==> src/shared/gpc_pkg.sv <==
package gpc_pkg;
  // Register indices; byte address is four times the index
  localparam logic [5:0] IDX_STREAM = 6'h02;
  localparam logic [5:0] IDX_SYNTH = 6'h03;
  localparam logic [5:0] IDX_INTDIV = 6'h04;
  localparam logic [5:0] IDX_FRACDIV = 6'h05;
  localparam logic [5:0] IDX_RSVD6 = 6'h06;
  localparam logic [5:0] IDX_CLK1 = 6'h07;
  localparam logic [5:0] IDX_TEST1 = 6'h08;
  localparam logic [3:0] SLOT_NONE = 4'hF;

  localparam logic [31:0] RST_STREAM = 32'h0EAFA1DC;
  localparam logic [31:0] RST_SYNTH = 32'h698C0000;
  localparam logic [31:0] RST_INTDIV = 32'h00C00080;
  localparam logic [31:0] RST_FRACDIV = 32'h08000070;
  localparam logic [31:0] RST_RSVD6 = 32'h08000000;
  localparam logic [31:0] RST_CLK1 = 32'h010061B2;
  localparam logic [31:0] RST_TEST1 = 32'h0100F401;

  typedef logic [6:0][31:0] gpc_bank_t;
  localparam gpc_bank_t BANK_RST = {RST_TEST1, RST_CLK1, RST_RSVD6,
    RST_FRACDIV, RST_INTDIV, RST_SYNTH, RST_STREAM};

  // Field positions, stream control word
  localparam int POS_I_AMP = 13;
  localparam int POS_Q_AMP = 12;
  localparam int POS_IF_ON = 11;
  localparam int POS_GO = 10;
  localparam int POS_HALT = 9;
  localparam int POS_BITCNT = 4;
  localparam int POS_STAMP = 3;
  localparam int POS_TPA = 2;
  localparam int POS_WPO = 1;
  localparam int POS_CLR = 0;
  // Synthesizer word
  localparam int POS_SCALE = 29;
  localparam int POS_BAND = 28;
  localparam int POS_BUF = 24;
  localparam int POS_XTAL = 19;
  localparam int POS_PUMP = 9;
  localparam int POS_INTN = 3;
  localparam int POS_PSAVE = 2;
  // Divide words
  localparam int POS_MAIN_DIVIDE_RATIO = 13;
  localparam int POS_REFERENCE_DIVIDE_RATIO = 3;
  localparam int POS_FRACTION_DIVIDE_RATIO = 8;
  // Converter clock word
  localparam int POS_EXTCLK = 28;
  localparam int POS_LCNT = 16;
  localparam int POS_MCNT = 4;
  localparam int POS_FRAC = 3;
  localparam int POS_BYP = 2;

  localparam logic [1:0] CODE_I = 2'h1;
  localparam logic [1:0] CODE_IQ = 2'h3;
  localparam logic [14:0] MAIN_DIVIDE_RATIO_RST = 15'h0600;
  localparam logic [9:0] REFERENCE_DIVIDE_RATIO_RST = 10'h010;
  localparam logic [19:0] FRACTION_DIVIDE_RATIO_RST = 20'h80000;
  localparam logic [11:0] LCNT_RST = 12'h100;
  localparam logic [11:0] MCNT_RST = 12'h61B;

  // Stream timing
  localparam int CLK_PERIOD_NS = 8;
  localparam int BIT_PERIOD_NS = 32;
  localparam int BIT_DIV = BIT_PERIOD_NS / CLK_PERIOD_NS;
  localparam logic [1:0] BIT_LAST = 2'(BIT_DIV - 1);
  localparam logic [1:0] BIT_HALF = 2'(BIT_DIV / 2);
  localparam logic [3:0] WORD_LAST = 4'hF;
  localparam logic [2:0] FRAME_LAST = 3'h7;

  typedef enum logic {GPC_IDLE, GPC_RUN} gpc_strm_st_t;
endpackage : gpc_pkg

==> src/rtl/gpc_cfg_top.sv <==
`timescale 1ns/1ps
module gpc_cfg_top (
  input wire logic ref_clk_in,
  input wire logic resetn_in,
  input wire logic psel_in,
  input wire logic penable_in,
  input wire logic pwrite_in,
  input wire logic [7:0] paddr_in,
  input wire logic [31:0] pwdata_in,
  input wire logic [3:0] pstrb_in,
  output logic [31:0] prdata_out,
  output logic pready_out,
  output logic pslverr_out,
  input wire logic [3:0] iq_sample_in,
  output logic [3:0] stream_data_out,
  output logic stream_clk_out,
  output logic word_pulse_out,
  output logic frame_sync_out,
  output logic time_sync_out,
  output logic inphase_amp_on_out,
  output logic quadrature_amp_on_out,
  output logic stream_if_on_out,
  output logic [1:0] streamed_bit_count_out,
  output logic [2:0] clock_out_scale_out,
  output logic osc_band_select_out,
  output logic clock_out_buffer_on_out,
  output logic [1:0] crystal_current_out,
  output logic pump_current_select_out,
  output logic integer_n_mode_out,
  output logic loop_power_save_out,
  output logic [14:0] main_divide_ratio_out,
  output logic [9:0] reference_divide_ratio_out,
  output logic [19:0] fraction_divide_ratio_out,
  output logic external_sample_clock_select_out,
  output logic [11:0] ref_l_counter_out,
  output logic [11:0] ref_m_counter_out,
  output logic frac_divider_feeds_converter_out,
  output logic converter_clock_bypass_out
);
  typedef struct packed {
    gpc_pkg::gpc_bank_t regs;
    logic [31:0] prdata;
    logic pready;
    logic pslverr;
    gpc_pkg::gpc_strm_st_t st;
    logic [1:0] bdiv;
    logic [3:0] bitc;
    logic [2:0] wordc;
    logic [15:0] fnum;
    logic sclk;
    logic wsync;
    logic fsync;
    logic tsync;
  } gpc_top_state_t;

  gpc_top_state_t s_reg;
  gpc_top_state_t s_next;

  // Word-aligned decode into a bank slot, or none
  function automatic logic [3:0] gpc_slot(input logic [7:0] a);
    logic [5:0] w;
    w = a[7:2] - gpc_pkg::IDX_STREAM;
    if (a[1:0] != 2'h0 || a[7:2] < gpc_pkg::IDX_STREAM ||
        a[7:2] > gpc_pkg::IDX_TEST1) begin
      gpc_slot = gpc_pkg::SLOT_NONE;
    end else begin
      gpc_slot = w[3:0];
    end
  endfunction : gpc_slot

  // Byte-lane merge under write strobes
  function automatic logic [31:0] gpc_merge(input logic [31:0] o,
      input logic [31:0] d, input logic [3:0] b);
    logic [31:0] r;
    r = o;
    for (int i = 0; i < 4; i++) begin
      if (b[i]) begin
        r[8*i +: 8] = d[8*i +: 8];
      end
    end
    return r;
  endfunction : gpc_merge

  logic [3:0] hit;
  logic [2:0] sel;
  logic setup;
  logic wr_ok;
  logic [31:0] wword;
  logic ctl_wr;
  logic [31:0] ctl_word;
  logic go_edge;
  logic halt_edge;
  logic clr;
  logic if_on;
  logic tick;
  logic wrap_word;
  logic frame_start;
  logic run;
  logic [3:0] samp;
  logic [3:0] lane_en;

  assign hit = gpc_slot(paddr_in);
  assign sel = (hit == gpc_pkg::SLOT_NONE) ? 3'h0 : hit[2:0];
  assign setup = psel_in & ~penable_in;
  assign wr_ok = psel_in & penable_in & s_reg.pready & pwrite_in &
    (hit != gpc_pkg::SLOT_NONE);
  assign wword = gpc_merge(s_reg.regs[sel], pwdata_in, pstrb_in);
  assign ctl_wr = wr_ok & (hit == 4'h0);
  assign go_edge = ctl_wr & wword[gpc_pkg::POS_GO] &
    ~s_reg.regs[0][gpc_pkg::POS_GO];
  assign halt_edge = ctl_wr & wword[gpc_pkg::POS_HALT] &
    ~s_reg.regs[0][gpc_pkg::POS_HALT];
  assign clr = ctl_wr & wword[gpc_pkg::POS_CLR];
  // Control word as it stands after this cycle, without reading s_next
  assign ctl_word = ctl_wr ? wword : s_reg.regs[0];
  assign if_on = ctl_word[gpc_pkg::POS_IF_ON];
  assign tick = if_on & ~clr & (s_reg.bdiv == gpc_pkg::BIT_LAST);
  assign wrap_word = tick & (s_reg.bitc == gpc_pkg::WORD_LAST);
  assign frame_start = wrap_word & (s_reg.wordc == gpc_pkg::FRAME_LAST);
  assign run = (s_reg.st == gpc_pkg::GPC_RUN) ? (if_on & ~halt_edge) :
    (go_edge & ~halt_edge & if_on);

  always_comb begin
    s_next = s_reg;
    // Reads are captured in setup so access is zero-wait
    s_next.pready = setup;
    s_next.pslverr = setup & (hit == gpc_pkg::SLOT_NONE);
    s_next.prdata = '0;
    if (setup && !pwrite_in && hit != gpc_pkg::SLOT_NONE) begin
      s_next.prdata = s_reg.regs[sel];
    end
    if (wr_ok) begin
      s_next.regs[sel] = wword;
    end
    unique case (s_reg.st)
      gpc_pkg::GPC_IDLE: begin
        if (go_edge && !halt_edge && if_on) begin
          s_next.st = gpc_pkg::GPC_RUN;
        end
      end
      gpc_pkg::GPC_RUN: begin
        if (halt_edge || !if_on) begin
          s_next.st = gpc_pkg::GPC_IDLE;
        end
      end
    endcase
    if (!if_on || clr) begin
      s_next.bdiv = '0;
      s_next.bitc = '0;
      s_next.wordc = '0;
      s_next.fnum = '0;
    end else begin
      s_next.bdiv = tick ? 2'h0 : s_reg.bdiv + 2'h1;
      if (tick) begin
        s_next.bitc = s_reg.bitc + 4'h1;
      end
      if (wrap_word) begin
        s_next.wordc = s_reg.wordc + 3'h1;
      end
      if (frame_start) begin
        s_next.fnum = s_reg.fnum + 16'h1;
      end
    end
    s_next.sclk = run & (s_next.bdiv < gpc_pkg::BIT_HALF);
    s_next.wsync = run & wrap_word &
      s_next.regs[0][gpc_pkg::POS_WPO];
    s_next.fsync = run & frame_start;
    s_next.tsync = if_on & frame_start &
      (run | s_next.regs[0][gpc_pkg::POS_TPA]);
  end

  always_ff @(posedge ref_clk_in) begin
    if (!resetn_in) begin
      s_reg <= '0;
      s_reg.regs <= gpc_pkg::BANK_RST;
      s_reg.st <= gpc_pkg::GPC_IDLE;
    end else begin
      s_reg <= s_next;
    end
  end

  gpc_sync #(
    .W(4)
  ) u_sync (
    .ref_clk_in(ref_clk_in),
    .resetn_in(resetn_in),
    .async_in(iq_sample_in),
    .sync_out(samp)
  );

  // Lanes 0,1 carry I bits, lanes 2,3 Q bits
  genvar k;
  generate
    for (k = 0; k < 4; k++) begin : g_lane
      if (k < 2) begin : g_i
        assign lane_en[k] = run & (s_next.regs[0][gpc_pkg::POS_BITCNT +: 2]
          == gpc_pkg::CODE_I || s_next.regs[0][gpc_pkg::POS_BITCNT +: 2]
          == gpc_pkg::CODE_IQ);
      end else begin : g_q
        assign lane_en[k] = run & (s_next.regs[0][gpc_pkg::POS_BITCNT +: 2]
          == gpc_pkg::CODE_IQ);
      end
      gpc_lane u_lane (
        .ref_clk_in(ref_clk_in),
        .resetn_in(resetn_in),
        .sample_in(samp[3-k]),
        .clear_in(~if_on | clr),
        .tick_in(tick),
        .load_in(wrap_word),
        .stamp_in(frame_start & s_next.regs[0][gpc_pkg::POS_STAMP]),
        .stamp_word_in(s_next.fnum),
        .en_in(lane_en[k]),
        .bit_out(stream_data_out[k])
      );
    end
  endgenerate

  assign prdata_out = s_reg.prdata;
  assign pready_out = s_reg.pready;
  assign pslverr_out = s_reg.pslverr;
  assign stream_clk_out = s_reg.sclk;
  assign word_pulse_out = s_reg.wsync;
  assign frame_sync_out = s_reg.fsync;
  assign time_sync_out = s_reg.tsync;
  assign inphase_amp_on_out = s_reg.regs[0][gpc_pkg::POS_I_AMP];
  assign quadrature_amp_on_out = s_reg.regs[0][gpc_pkg::POS_Q_AMP];
  assign stream_if_on_out = s_reg.regs[0][gpc_pkg::POS_IF_ON];
  assign streamed_bit_count_out =
    s_reg.regs[0][gpc_pkg::POS_BITCNT +: 2];
  assign clock_out_scale_out = s_reg.regs[1][gpc_pkg::POS_SCALE +: 3];
  assign osc_band_select_out = s_reg.regs[1][gpc_pkg::POS_BAND];
  assign clock_out_buffer_on_out = s_reg.regs[1][gpc_pkg::POS_BUF];
  assign crystal_current_out = s_reg.regs[1][gpc_pkg::POS_XTAL +: 2];
  assign pump_current_select_out = s_reg.regs[1][gpc_pkg::POS_PUMP];
  assign integer_n_mode_out = s_reg.regs[1][gpc_pkg::POS_INTN];
  assign loop_power_save_out = s_reg.regs[1][gpc_pkg::POS_PSAVE];
  assign main_divide_ratio_out =
    s_reg.regs[2][gpc_pkg::POS_MAIN_DIVIDE_RATIO +: 15];
  assign reference_divide_ratio_out =
    s_reg.regs[2][gpc_pkg::POS_REFERENCE_DIVIDE_RATIO +: 10];
  assign fraction_divide_ratio_out =
    s_reg.regs[3][gpc_pkg::POS_FRACTION_DIVIDE_RATIO +: 20];
  assign external_sample_clock_select_out =
    s_reg.regs[5][gpc_pkg::POS_EXTCLK];
  assign ref_l_counter_out = s_reg.regs[5][gpc_pkg::POS_LCNT +: 12];
  assign ref_m_counter_out = s_reg.regs[5][gpc_pkg::POS_MCNT +: 12];
  assign frac_divider_feeds_converter_out =
    s_reg.regs[5][gpc_pkg::POS_FRAC];
  assign converter_clock_bypass_out = s_reg.regs[5][gpc_pkg::POS_BYP];

  a_amp_follow_write:
  assert property (@(posedge ref_clk_in) disable iff (!resetn_in)
    (ctl_wr && pstrb_in[1]) |=>
      (inphase_amp_on_out == $past(pwdata_in[13]) &&
       quadrature_amp_on_out == $past(pwdata_in[12])))
    else $error("amplifier enable did not follow write");

  a_path_absent_off:
  assert property (@(posedge ref_clk_in) disable iff (!resetn_in)
    !stream_if_on_out |-> (stream_data_out == 4'h0 && !stream_clk_out &&
      !word_pulse_out && !frame_sync_out && !time_sync_out))
    else $error("stream outputs active while interface off");

  a_start_brings_clock:
  assert property (@(posedge ref_clk_in) disable iff (!resetn_in)
    (go_edge && !halt_edge && if_on && s_reg.st == gpc_pkg::GPC_IDLE)
      ##1 (stream_if_on_out && !ctl_wr) [*4] |->
      (stream_clk_out || $past(stream_clk_out, 1) ||
       $past(stream_clk_out, 2) || $past(stream_clk_out, 3)))
    else $error("stream clock did not start");

  a_stop_goes_quiet:
  assert property (@(posedge ref_clk_in) disable iff (!resetn_in)
    halt_edge |=> (!stream_clk_out && stream_data_out == 4'h0 &&
      !frame_sync_out && !word_pulse_out) [*2])
    else $error("stream still active after stop");

  a_lane_select_q:
  assert property (@(posedge ref_clk_in) disable iff (!resetn_in)
    (streamed_bit_count_out != gpc_pkg::CODE_IQ) |->
      stream_data_out[3:2] == 2'h0)
    else $error("quadrature lanes driven without I and Q code");

  a_time_pulse_gate:
  assert property (@(posedge ref_clk_in) disable iff (!resetn_in)
    time_sync_out |-> (stream_if_on_out &&
      (s_reg.st == gpc_pkg::GPC_RUN || s_reg.regs[0][2])))
    else $error("time pulse outside allowed interval");

  a_word_pulse_gap:
  assert property (@(posedge ref_clk_in) disable iff (!resetn_in)
    word_pulse_out |-> s_reg.regs[0][1] ##1 !word_pulse_out [*8])
    else $error("word pulse disabled or too close");

  a_clear_counters:
  assert property (@(posedge ref_clk_in) disable iff (!resetn_in)
    clr |=> (s_reg.fnum == 16'h0 && s_reg.bitc == 4'h0 &&
      s_reg.bdiv == 2'h0 && s_reg.wordc == 3'h0))
    else $error("stream counters not cleared");

  a_ratio_reset:
  assert property (@(posedge ref_clk_in) disable iff (!resetn_in)
    !$past(resetn_in) |-> (main_divide_ratio_out == gpc_pkg::MAIN_DIVIDE_RATIO_RST &&
      reference_divide_ratio_out == gpc_pkg::REFERENCE_DIVIDE_RATIO_RST))
    else $error("integer divide reset value wrong");

  a_frac_reset:
  assert property (@(posedge ref_clk_in) disable iff (!resetn_in)
    !$past(resetn_in) |-> fraction_divide_ratio_out == 20'h80000)
    else $error("fraction divide reset value wrong");

  a_counter_reset:
  assert property (@(posedge ref_clk_in) disable iff (!resetn_in)
    !$past(resetn_in) |-> (ref_l_counter_out == gpc_pkg::LCNT_RST &&
      ref_m_counter_out == gpc_pkg::MCNT_RST))
    else $error("L or M counter reset value wrong");

  a_scale_follow_write:
  assert property (@(posedge ref_clk_in) disable iff (!resetn_in)
    (wr_ok && hit == 4'h1 && pstrb_in[3]) |=>
      clock_out_scale_out == $past(pwdata_in[31:29]))
    else $error("clock output scale did not follow write");
endmodule : gpc_cfg_top

==> src/rtl/gpc_lane.sv <==
`timescale 1ns/1ps
module gpc_lane (
  input wire logic ref_clk_in,
  input wire logic resetn_in,
  input wire logic sample_in,
  input wire logic clear_in,
  input wire logic tick_in,
  input wire logic load_in,
  input wire logic stamp_in,
  input wire logic [15:0] stamp_word_in,
  input wire logic en_in,
  output logic bit_out
);
  typedef struct packed {
    logic [15:0] cap;
    logic [15:0] sh;
    logic dat;
  } gpc_lane_state_t;
  gpc_lane_state_t s_reg;
  gpc_lane_state_t s_next;

  always_comb begin
    s_next = s_reg;
    if (clear_in) begin
      s_next.cap = '0;
      s_next.sh = '0;
    end else if (tick_in) begin
      s_next.cap = {s_reg.cap[14:0], sample_in};
      if (load_in && stamp_in) begin
        s_next.sh = stamp_word_in;
      end else if (load_in) begin
        s_next.sh = {s_reg.cap[14:0], sample_in};
      end else begin
        s_next.sh = {s_reg.sh[14:0], 1'b0};
      end
    end
    s_next.dat = en_in & s_next.sh[15];
  end

  always_ff @(posedge ref_clk_in) begin
    if (!resetn_in) begin
      s_reg <= '0;
    end else begin
      s_reg <= s_next;
    end
  end

  assign bit_out = s_reg.dat;
endmodule : gpc_lane

==> src/rtl/gpc_sync.sv <==
`timescale 1ns/1ps
module gpc_sync #(
  parameter int W = 4
) (
  input wire logic ref_clk_in,
  input wire logic resetn_in,
  input wire logic [W-1:0] async_in,
  output logic [W-1:0] sync_out
);
  typedef struct packed {
    logic [W-1:0] meta;
    logic [W-1:0] held;
  } gpc_sync_state_t;
  gpc_sync_state_t s_reg;
  gpc_sync_state_t s_next;

  always_comb begin
    s_next = s_reg;
    s_next.meta = async_in;
    s_next.held = s_reg.meta;
  end

  always_ff @(posedge ref_clk_in) begin
    if (!resetn_in) begin
      s_reg <= '0;
    end else begin
      s_reg <= s_next;
    end
  end

  assign sync_out = s_reg.held;
endmodule : gpc_sync

==> config.mk <==
export PLATFORM = sky130hd
export DESIGN_NAME = gpc_cfg_top
export DESIGN_NICKNAME = d
export VERILOG_FILES = /design/src/shared/gpc_pkg.sv /design/src/rtl/gpc_cfg_top.sv /design/src/rtl/gpc_lane.sv /design/src/rtl/gpc_sync.sv
export SDC_FILE = /design/constraint.sdc
export NUM_CORES = 1
export LEC_CHECK = 0
export BUFFER_PORTS_ARGS = -buffer_cell sky130_fd_sc_hd__buf_4
export CORE_ASPECT_RATIO = 0.5
export CORE_UTILIZATION = 50
export DETAILED_ROUTE_END_ITERATION = 16
export MAX_ROUTING_LAYER = met4
export PLACE_DENSITY = 0.7
export SYNTH_ARGS = -nofsm -noshare
export SYNTH_HDL_FRONTEND = slang
export SYNTH_SLANG_ARGS = --single-unit
==> constraint.sdc <==
create_clock -name ref_clk_in -period 5 [get_ports ref_clk_in]
set_input_delay 0.5 -clock ref_clk_in [delete_from_list [all_inputs] [get_ports ref_clk_in]]
set_output_delay 0.5 -clock ref_clk_in [all_outputs]
set_load 0.02 [all_outputs]
==> results.cfg, run 1 <==
[status]
status = complete, no violations

[floorplanning]
fp-row-count = 50
start_util = 0.513
die_w_um = 280
ios = 182
die-area_sq_um = 39500
fp.coreArea_sq_um = 37700
fp.dieH_um = 141

[timing]
period_share = 0.742
fin_setup_tns_ns = 0
hold_viol_final = 0
rsz0062_at_grt = false
fmax_ghz = 0.269
setup_violations = 0
fin_ws_ns = 1.29
min_period_ns = 3.71
holdWs_ns = 0.170
maxSlewHeadroom = 0.238
slew_violations = 0
tightest_slew_ns = 1.14
skew_ns = 0.0229

[setup_path]
ff2ff_setup_slack_ns = 1.61
reg2reg_from = pready_out
required_ns = 5.37
cp-end-kind = register
crit_path_start_kind = input port
r2r-end = g_lane[0].u_lane.s_reg[10]
worstSetupStartpoint = paddr_in[3]
worstSetupPathType = in2reg
ff2ff_path_depth = 9
cp.arrival_ns = 4.09
crit_path_max_fanout = 13

[finish]
multi_input_area_sq_um = 9240
fin_cells = 2702
seqCellArea_sq_um = 8490
diodes = 0
utilization = 0.564
area_growth_pct = 10.0
nNetsFinal = 2215
drive_above_1_share = 0.153
fillerInstances = 3450
final_cell_area_sq_um = 21300
largest_reg_flops = 163

[routing]
vias_per_cell = 5.56
met3_length_um = 2150
wl_per_cell_um = 18.1
drt-total-wl_um = 48800
dr.max_layer_used = met4
via_count = 15019
first_iter_violations = 1129
drt_pass1_iterations = 8
wl_met1_um = 22500
drt.antenna.violating_nets = 0
drc = 0
dr_wl_met2_um = 22500

[logic_synthesis]
ys_seq_elements = 424
ys_warn_count = 0
synth_area_leaders = dfxtp_1 (44%), mux2i_1 (7.0%), nand2_1 (5.6%)
syn_area_per_cell_sq_um = 8.91
synth-edff-count = 0
synth_ff_type = dfxtp_1
synth_area_leader_cell = dfxtp_1
async_flop_share = 0
ys_seq_area_frac = 0.439
synth_nets = 2229
netlist_area_sq_um = 19300
synth_cells = 2170
synth_top_area_frac = 0.439
synth.distinct_cells = 81

[global_routing]
grt_overflow = 0
grt.total_usage = 0.251
grt_start_max_net_pins = 140
first_global_vias = 14070
grt_pass1_wl_um = 77500
antenna_found_initial = 0

[placed_design]
dpl_cell_area_sq_um = 20000
place_ws_ns = 0.823
dp_hpwl_um = 31400
dp.cells = 2635
gp_congestion = 0.952
io_buffers = 181

[min_path]
holdPathEnd = u_sync.s_next[3]
hold_class = in2reg
hold_depth = 2
holdCritStartpoint = iq_sample_in[3]

[clock_tree]
holdBufCountCts = 0
cts_tree = done
cts_buffers = 39
cts.sinks = 424
htreeDepth = 2
cts_setup_buffers = 0
ctsResizeCount = 0
clk-insertion-delay-late_ns = 0.54
clk_pin_slew_ns = 0.06
cts_buffer_depth = 3
cts_root_buf = clkbuf_16

[power]
p_leak_nw = 8.46
power_density_nw_per_um2 = 308
p_int_mw = 5.12
pwr-share-seq = 0.515
report.power.total_mw = 6.56
power_frac_comb = 0.033
pwr-share-clk = 0.452
peakVddDrop_mv = 0.169
swShare = 0.219
switchingPower_mw = 1.44

[run]
maxCapViolations = 0
==> cell type report <==
type	instances	share of cell area
Timing Repair Buffer	210	0.0749
Clock inverter	12	0.00588
Sequential cell	424	0.399
Inverter	17	0.00300
Clock buffer	55	0.0525
Tap cell	520	0.0306
Multi-Input combinational cell	1464	0.434
==> how the worst max path moves through the flow <==
stage,to,slack (ns),depth (start not counted)
CTS,g_lane[2].u_lane.s_reg[4],1.38,11
global route,g_lane[2].u_lane.s_reg[4],1.00,11
global placement,g_lane[3].u_lane.s_reg[10],0.89,12
detailed placement,g_lane[2].u_lane.s_reg[4],0.82,11
floorplan,g_lane[2].u_lane.s_reg[4],1.58,14
finish,g_lane[3].u_lane.s_reg[11],1.29,11
==> cells in the mapped netlist (31+ instances only) <==
cell and count:
o211ai_1 44, a21oi_1 58, buf_2 31, o21ai_0 126, and2_1 149, dfxtp_1 424
nor2_1 181, mux2i_1 136, o22ai_1 32, a211oi_1 49, o21ai_1 58, nand2_1 286
clkbuf_1 99, buf_4 117
==> layout by cell type (no fill, tap or decap), drive strengths merged, types with 8 or more instances in the layout <==
master  count
and2      149
buf       210
mux2        9
nand3      14
nand4      11
a211oi     55
o211a      20
a221o      18
a222oi     16
o211ai     44
a311oi      8
nor3       24
xor2       15
o21a       13
nand2b     12
clkinv     10
o22ai      32
a21o       18
inv        17
dfxtp     424
o21ai     185
a31oi       9
nand2     286
a21oi      60
nor2      183
a21boi     18
clkbuf     55
or3        14
mux2i     149
nor2b      21
==> layer usage <==
layer,vias up,GRT usage
met1,7049,0.330
met5,-,-
li1,7462,-
met4,0,0.0926
met3,125,0.0346
met2,383,0.393
==> cells by family after synthesis <==
logic type | Yosys count | share of synthesized area
buffers and inverters | 282 | 0.0868
adder cells (fa/ha/maj) | 6 | 0.00388
flip-flops | 424 | 0.439
XOR/XNOR | 19 | 0.00861
AO/OA/AOI/OAI | 531 | 0.185
multiplexers | 158 | 0.0903
AND/OR/NAND/NOR | 750 | 0.186
==> worst max-delay path, cell delays in order <==
cell and delay (ns):
buf_4 0.16, inv_1 0.09, ha_1 0.43, nor3b_2 0.43, o21ai_0 0.28, and3_1 0.43
o311ai_1 0.23, o211a_1 0.51, nand4_2 0.44, o21ai_1 0.48, a311oi_1 0.10
==> power by group through the flow <==
| stage | clock network [mW] | registers, mW | logic (mW) |
|---|---|---|---|
| CTS | 3.02 | 3.38 | 0.213 |
| finish | 2.96 | 3.38 | 0.214 |
| floorplan | 0 | 3.46 | 0.128 |
| global route | 3.16 | 3.38 | 0.231 |
| detailed placement | 0 | 3.46 | 0.213 |
| global placement | 0 | 3.46 | 0.212 |
Power figures use the tool's default switching activity.
==> run 2: changes to the inputs <==
ABC_AREA = 1   (was unset)
clock period = 3.6 ns   (was 5 ns; I/O delays follow)
==> run 2 against run 1 <==
Final cell count increased by 7.7%. Core utilization increased by 0.75 points. Via count increased by 7.2%. Clock skew decreased by 0.0019 ns. Final area decreased by 3.3%. Critical path type unchanged. Register-to-register slack got worse by 0.67 ns. Highest routed layer unchanged. Total power increased by 37%.
==> results.cfg, run 2 <==
[floorplanning]
die-area_sq_um = 37400
fp-row-count = 49
start_util = 0.508
fp.dieH_um = 137
die_w_um = 272
ios = 182
fp.coreArea_sq_um = 36000

[setup_path]
crit_slowest_cell = buf_4
cp_cell_sequence = buf_4 -> inv_1 -> ha_1 -> inv_1 -> o21ai_4 -> nand3_4 -> nor2_2 -> nand3_1 -> clkinv_1 -> nand2_1 -> nand2_1 -> nor2_1 -> nand2_1 -> nand3_1 -> nand2_1 -> nand4_4 -> nor2_1 -> buf_4 -> nand2_1 -> nand2_1 -> nand3_1 -> a21oi_1
worstSetupStartpoint = paddr_in[4]
max_stage_delay_ns = 0.28
required_ns = 4.07
reg2reg_from = pready_out
cp-end-kind = register
crit_path_max_fanout = 19
cp.arrival_ns = 3.42
ff2ff_path_depth = 15
crit_path_start_kind = input port
worstSetupPathType = in2reg
ff2ff_setup_slack_ns = 0.94
r2r-end = g_lane[2].u_lane.s_reg[5]
critPathMostFrequentCell = nand2_1

[logic_synthesis]
yosysMostFrequentCell = dfxtp_1
synth_common_cells = dfxtp_1 (424), a21oi_1 (397), o21ai_0 (394)
synth_area_leader_cell = dfxtp_1
synth_area_leaders = dfxtp_1 (46%), a21oi_1 (11%), o21ai_0 (11%)
ys_seq_area_frac = 0.464
synth-edff-count = 0
async_flop_share = 0
synth.distinct_cells = 44
syn_area_per_cell_sq_um = 7.63
synth_top_area_frac = 0.464
ys_warn_count = 0
netlist_area_sq_um = 18300
synth_cells = 2398
synth_nets = 2457
synth_ff_type = dfxtp_1
ys_seq_elements = 424

[clock_tree]
cts.sinks = 424
htreeDepth = 2
cts_root_buf = clkbuf_16
cts_buffers = 38
clk_pin_slew_ns = 0.07
cts_tree = done
clk-insertion-delay-late_ns = 0.54
cts_buffer_depth = 3

[power]
p_leak_nw = 8.53
power_frac_comb = 0.029
report.power.total_mw = 8.96
swShare = 0.221
p_int_mw = 6.98
pwr-share-clk = 0.447
switchingPower_mw = 1.98
pwr-share-seq = 0.524
peakVddDrop_mv = 0.308
power_density_nw_per_um2 = 436

[routing]
drt-total-wl_um = 48900
first_iter_violations = 1742
via_count = 16095
vias_per_cell = 5.53
drt_pass1_iterations = 6
wl_per_cell_um = 16.8
drc = 0
drt.antenna.violating_nets = 0

[global_routing]
grt.total_usage = 0.264
first_global_vias = 14833
grt_start_max_net_pins = 112
grt_overflow = 0
antenna_found_initial = 0
grt_pass1_wl_um = 78000

[timing]
maxSlewHeadroom = 0.338
period_share = 0.821
fmax_ghz = 0.338
hold_viol_final = 0
slew_violations = 0
rsz0062_at_grt = false
setup_violations = 0
tightest_slew_ns = 0.993
min_period_ns = 2.96
fin_setup_tns_ns = 0
skew_ns = 0.0211

[finish]
utilization = 0.571
nNetsFinal = 2460
layout_commonest_cell = dfxtp_1
drive_above_1_share = 0.146
diodes = 0
area_growth_pct = 12.5
mostFrequentLayoutCells = dfxtp_1 (424), a21oi_1 (397), o21ai_0 (394)
largest_reg_flops = 163

[min_path]
holdCritStartpoint = iq_sample_in[0]
holdPathEnd = u_sync.s_next[0]
hold_class = in2reg
hold_depth = 3

[placed_design]
gp_congestion = 0.907
dp_hpwl_um = 31000
io_buffers = 181

[run]
maxCapViolations = 0

[status]
status = complete, no violations
run 2: cell count changes after synthesis, sizes merged, moves of 47 or more:
cell | before | now
a21oi | 60 | 398
o21ai | 185 | 456
inv | 16 | 166
and2 | 149 | 0
mux2i | 149 | 0
a211oi | 55 | 1
nand3 | 14 | 64
nor2 | 183 | 136
run 2: through the flow:
stage	instance area, sq um	worst slack (ns)	hold slack [ns]	instances
after detailed placement	19300	0.102	0.398	2843
after global routing	20600	0.309	0.0223	2911
after floorplan	18300	0.713	0.390	2398
after CTS	20600	0.655	0.000807	2911
final	20600	0.643	0.0202	2911
after global placement	19300	0.202	0.398	2843
run 2: area by class of cell:
cell class / count / area (sq um)
multi-input combinational: 1518 / 7650
clock inverter: 11 / 71.3
sequential: 424 / 8490
inverter: 170 / 638
timing repair buffer: 249 / 1970
clock buffer: 55 / 1140
fill: 3358 / 15400
tap: 484 / 606
run 2: how the worst max path moves through the flow:
stage	end	slack (ns)	cells after the start
3_5_place_dp	g_lane[2].u_lane.s_reg[5]	0.10	22
4_1_cts	g_lane[3].u_lane.s_reg[4]	0.66	23
2_1_floorplan	g_lane[2].u_lane.s_reg[10]	0.71	20
5_1_grt	g_lane[0].u_lane.s_reg[5]	0.31	22
6_report	g_lane[2].u_lane.s_reg[5]	0.64	22
3_3_place_gp	g_lane[3].u_lane.s_reg[12]	0.20	22
run 2: cells by family (layout without fill, tap and decap cells):
| family | count (synthesis) | in the layout | synth area share |
|---|---|---|---|
| AOI/OAI and AO/OA | 942 | 942 | 0.274 |
| xor gates and xnor gates | 13 | 13 | 0.00623 |
| adders and majority gates | 6 | 6 | 0.00411 |
| buffers and inverters | 456 | 485 | 0.122 |
| DFF | 424 | 424 | 0.464 |
| and+or+nand+nor | 557 | 557 | 0.130 |
run 2: worst max-delay path: cells and delay by family:
kind,cells,cell delay (ns)
adder cells (fa/ha/maj),1,0.17
AO/OA/AOI/OAI,2,0.46
AND/OR/NAND/NOR,14,1.76
buffers and inverters,5,0.66
run 2: what timing repair did:
action	CTS	global route
setup buffers	0	0
gates resized for setup	0	0
endpoints found under the hold margin	2	0
hold buffers	2	0
endpoints found under the setup margin	0	0
run 2: layer usage:
metal | vias to the layer above | wire length [um] | GRT usage
li1 | 8015 | - | -
met4 | 0 | 1210 | 0.0787
met5 | - | 0 | -
met2 | 487 | 22900 | 0.429
met1 | 7505 | 21900 | 0.344
met3 | 88 | 2790 | 0.0382
run 2: power by group through the flow:
stage / clock network, mW / logic [mW] / registers (mW)
floorplan: 0 / 0.141 / 4.80
global placement: 0 / 0.253 / 4.80
detailed placement: 0 / 0.252 / 4.80
CTS: 4.07 / 0.254 / 4.70
global route: 4.28 / 0.279 / 4.69
finish: 4.01 / 0.257 / 4.70
==> run 3: changes to the inputs <==
ABC_AREA = 0   (was 1)
PLACE_DENSITY = 0.73   (was 0.7)
clock period = 2.7 ns   (was 3.6 ns; I/O delays follow)
==> run 3 against run 2 <==
Routed wire length rose by 4.1%. Register-to-register slack lost 0.81 ns. Flip-flop and latch count unchanged. Combinational power grew 99%. Setup slack worse by 0.57 ns. Non-clock buffer count rose by 133. Global-route usage shrank 0.55 points. Critical endpoint is now word_pulse_out. Largest power group unchanged.
==> results.cfg, run 3 (synthesis gave the netlist of run 1 again) <==
[routing]
vias_per_cell = 5.52
via_count = 15864
drt_pass1_iterations = 7
drc = 0
drt-total-wl_um = 50900
wl_per_cell_um = 17.7
drt.antenna.violating_nets = 0
first_iter_violations = 1443

[setup_path]
max_stage_delay_ns = 0.57
cp-end-kind = register
cp_cell_sequence = buf_4 -> or4_4 -> or4_4 -> buf_4 -> buf_4 -> a21oi_1 -> o21ai_0 -> a31oi_2 -> mux2i_4 -> mux2i_4 -> nor3_1
critPathMostFrequentCell = buf_4
required_ns = 3.12
crit_path_start_kind = input port
crit_path_max_fanout = 21
crit_slowest_cell = or4_4
worstSetupPathType = in2reg
cp.arrival_ns = 3.05

[finish]
diodes = 0
largest_reg_flops = 163
utilization = 0.612
mostFrequentLayoutCells = dfxtp_1 (424), buf_4 (351), nand2_1 (279)
fin_cells = 2875
fillerInstances = 3184
area_growth_pct = 19.5
final_cell_area_sq_um = 23100
drive_above_1_share = 0.224
nNetsFinal = 2388
layout_commonest_cell = dfxtp_1

[power]
power_density_nw_per_um2 = 534
swShare = 0.223
pwr-share-clk = 0.450
p_leak_nw = 9.43
report.power.total_mw = 12.3
p_int_mw = 9.58
power_frac_comb = 0.041
switchingPower_mw = 2.74
peakVddDrop_mv = 0.344
pwr-share-seq = 0.508

[global_routing]
grt_overflow = 0
grt_pass1_wl_um = 80500
grt.total_usage = 0.259
first_global_vias = 15050
grt_start_max_net_pins = 98
antenna_found_initial = 0

[timing]
skew_ns = 0.0245
setup_violations = 0
period_share = 0.974
min_period_ns = 2.63
slew_violations = 0
fin_ws_ns = 0.0710
tightest_slew_ns = 0.840
fin_setup_tns_ns = 0
holdWs_ns = 0.0656
maxSlewHeadroom = 0.440
fmax_ghz = 0.380
hold_viol_final = 0

[floorplanning]
die_w_um = 280
fp.dieH_um = 141
start_util = 0.513
die-area_sq_um = 39500
fp-row-count = 50
ios = 182
fp.coreArea_sq_um = 37700

[clock_tree]
cts_buffer_depth = 3
cts_setup_buffers = 0
cts_tree = done
clk_pin_slew_ns = 0.07
cts.sinks = 424
clk-insertion-delay-late_ns = 0.56
htreeDepth = 2
cts_buffers = 40
cts_root_buf = clkbuf_16

[placed_design]
dpl_cell_area_sq_um = 21700
dp.cells = 2802
dp_hpwl_um = 34500
io_buffers = 181
place_ws_ns = -0.680
gp_congestion = 0.904

[min_path]
hold_class = in2reg

[run]
maxCapViolations = 0

[status]
status = complete, no violations
==> run 3: path summary, 6_finish.rpt <==
path / start / endpoint / slack [ns] / depth (start not counted)
setup / recovery: paddr_in[6] / word_pulse_out / 0.07 / 11
hold / removal: pwdata_in[5] / reference_divide_ratio_out[2] / 0.07 / 3
setup reg to reg: pready_out / g_lane[1].u_lane.s_reg[15] / 0.13 / 10
hold reg to reg: u_sync.s_next[3] / u_sync.sync_out[3] / 0.43 / 1
==> run 3: per-layer routing <==
layer / up-vias / wire, um / global-route usage
met5: - / 0 / -
li1: 7804 / - / -
met1: 7605 / 22800 / 0.329
met4: 0 / 1290 / 0.0840
met3: 91 / 2220 / 0.0370
met2: 364 / 24600 / 0.424
==> run 3: power by group through the flow <==
stage | registers [mW] | clock network, mW | logic (mW)
global route | 6.26 | 5.91 | 0.542
detailed placement | 6.40 | 0 | 0.493
floorplan | 6.40 | 0 | 0.252
CTS | 6.26 | 5.62 | 0.504
global placement | 6.40 | 0 | 0.491
finish | 6.26 | 5.55 | 0.511
==> run 3: what timing repair did <==
action,4_1_cts,5_1_grt
gates cloned,0,0
endpoints found under the setup margin,3,33
hold buffers,5,0
hold endpoints to repair,5,0
gates resized for setup,4,11
pin swaps,0,0
==> run 3: worst max-delay path: cells and delay by family <==
kind	cells	cell delay [ns]
buffers and inverters	3	0.59
AND/OR/NAND/NOR	3	1.17
AO/OA/AOI/OAI	3	0.62
multiplexers	2	0.39
==> run 3: final cells by class <==
type / count / area [sq um] / share of cell area
inverter: 17 / 68.8 / 0.00298
clock buffer: 52 / 1110 / 0.0479
timing repair buffer: 382 / 3190 / 0.138
sequential: 424 / 8490 / 0.367
multi-input combinational: 1464 / 9440 / 0.409
tap: 520 / 651 / 0.0282
clock inverter: 16 / 159 / 0.00688
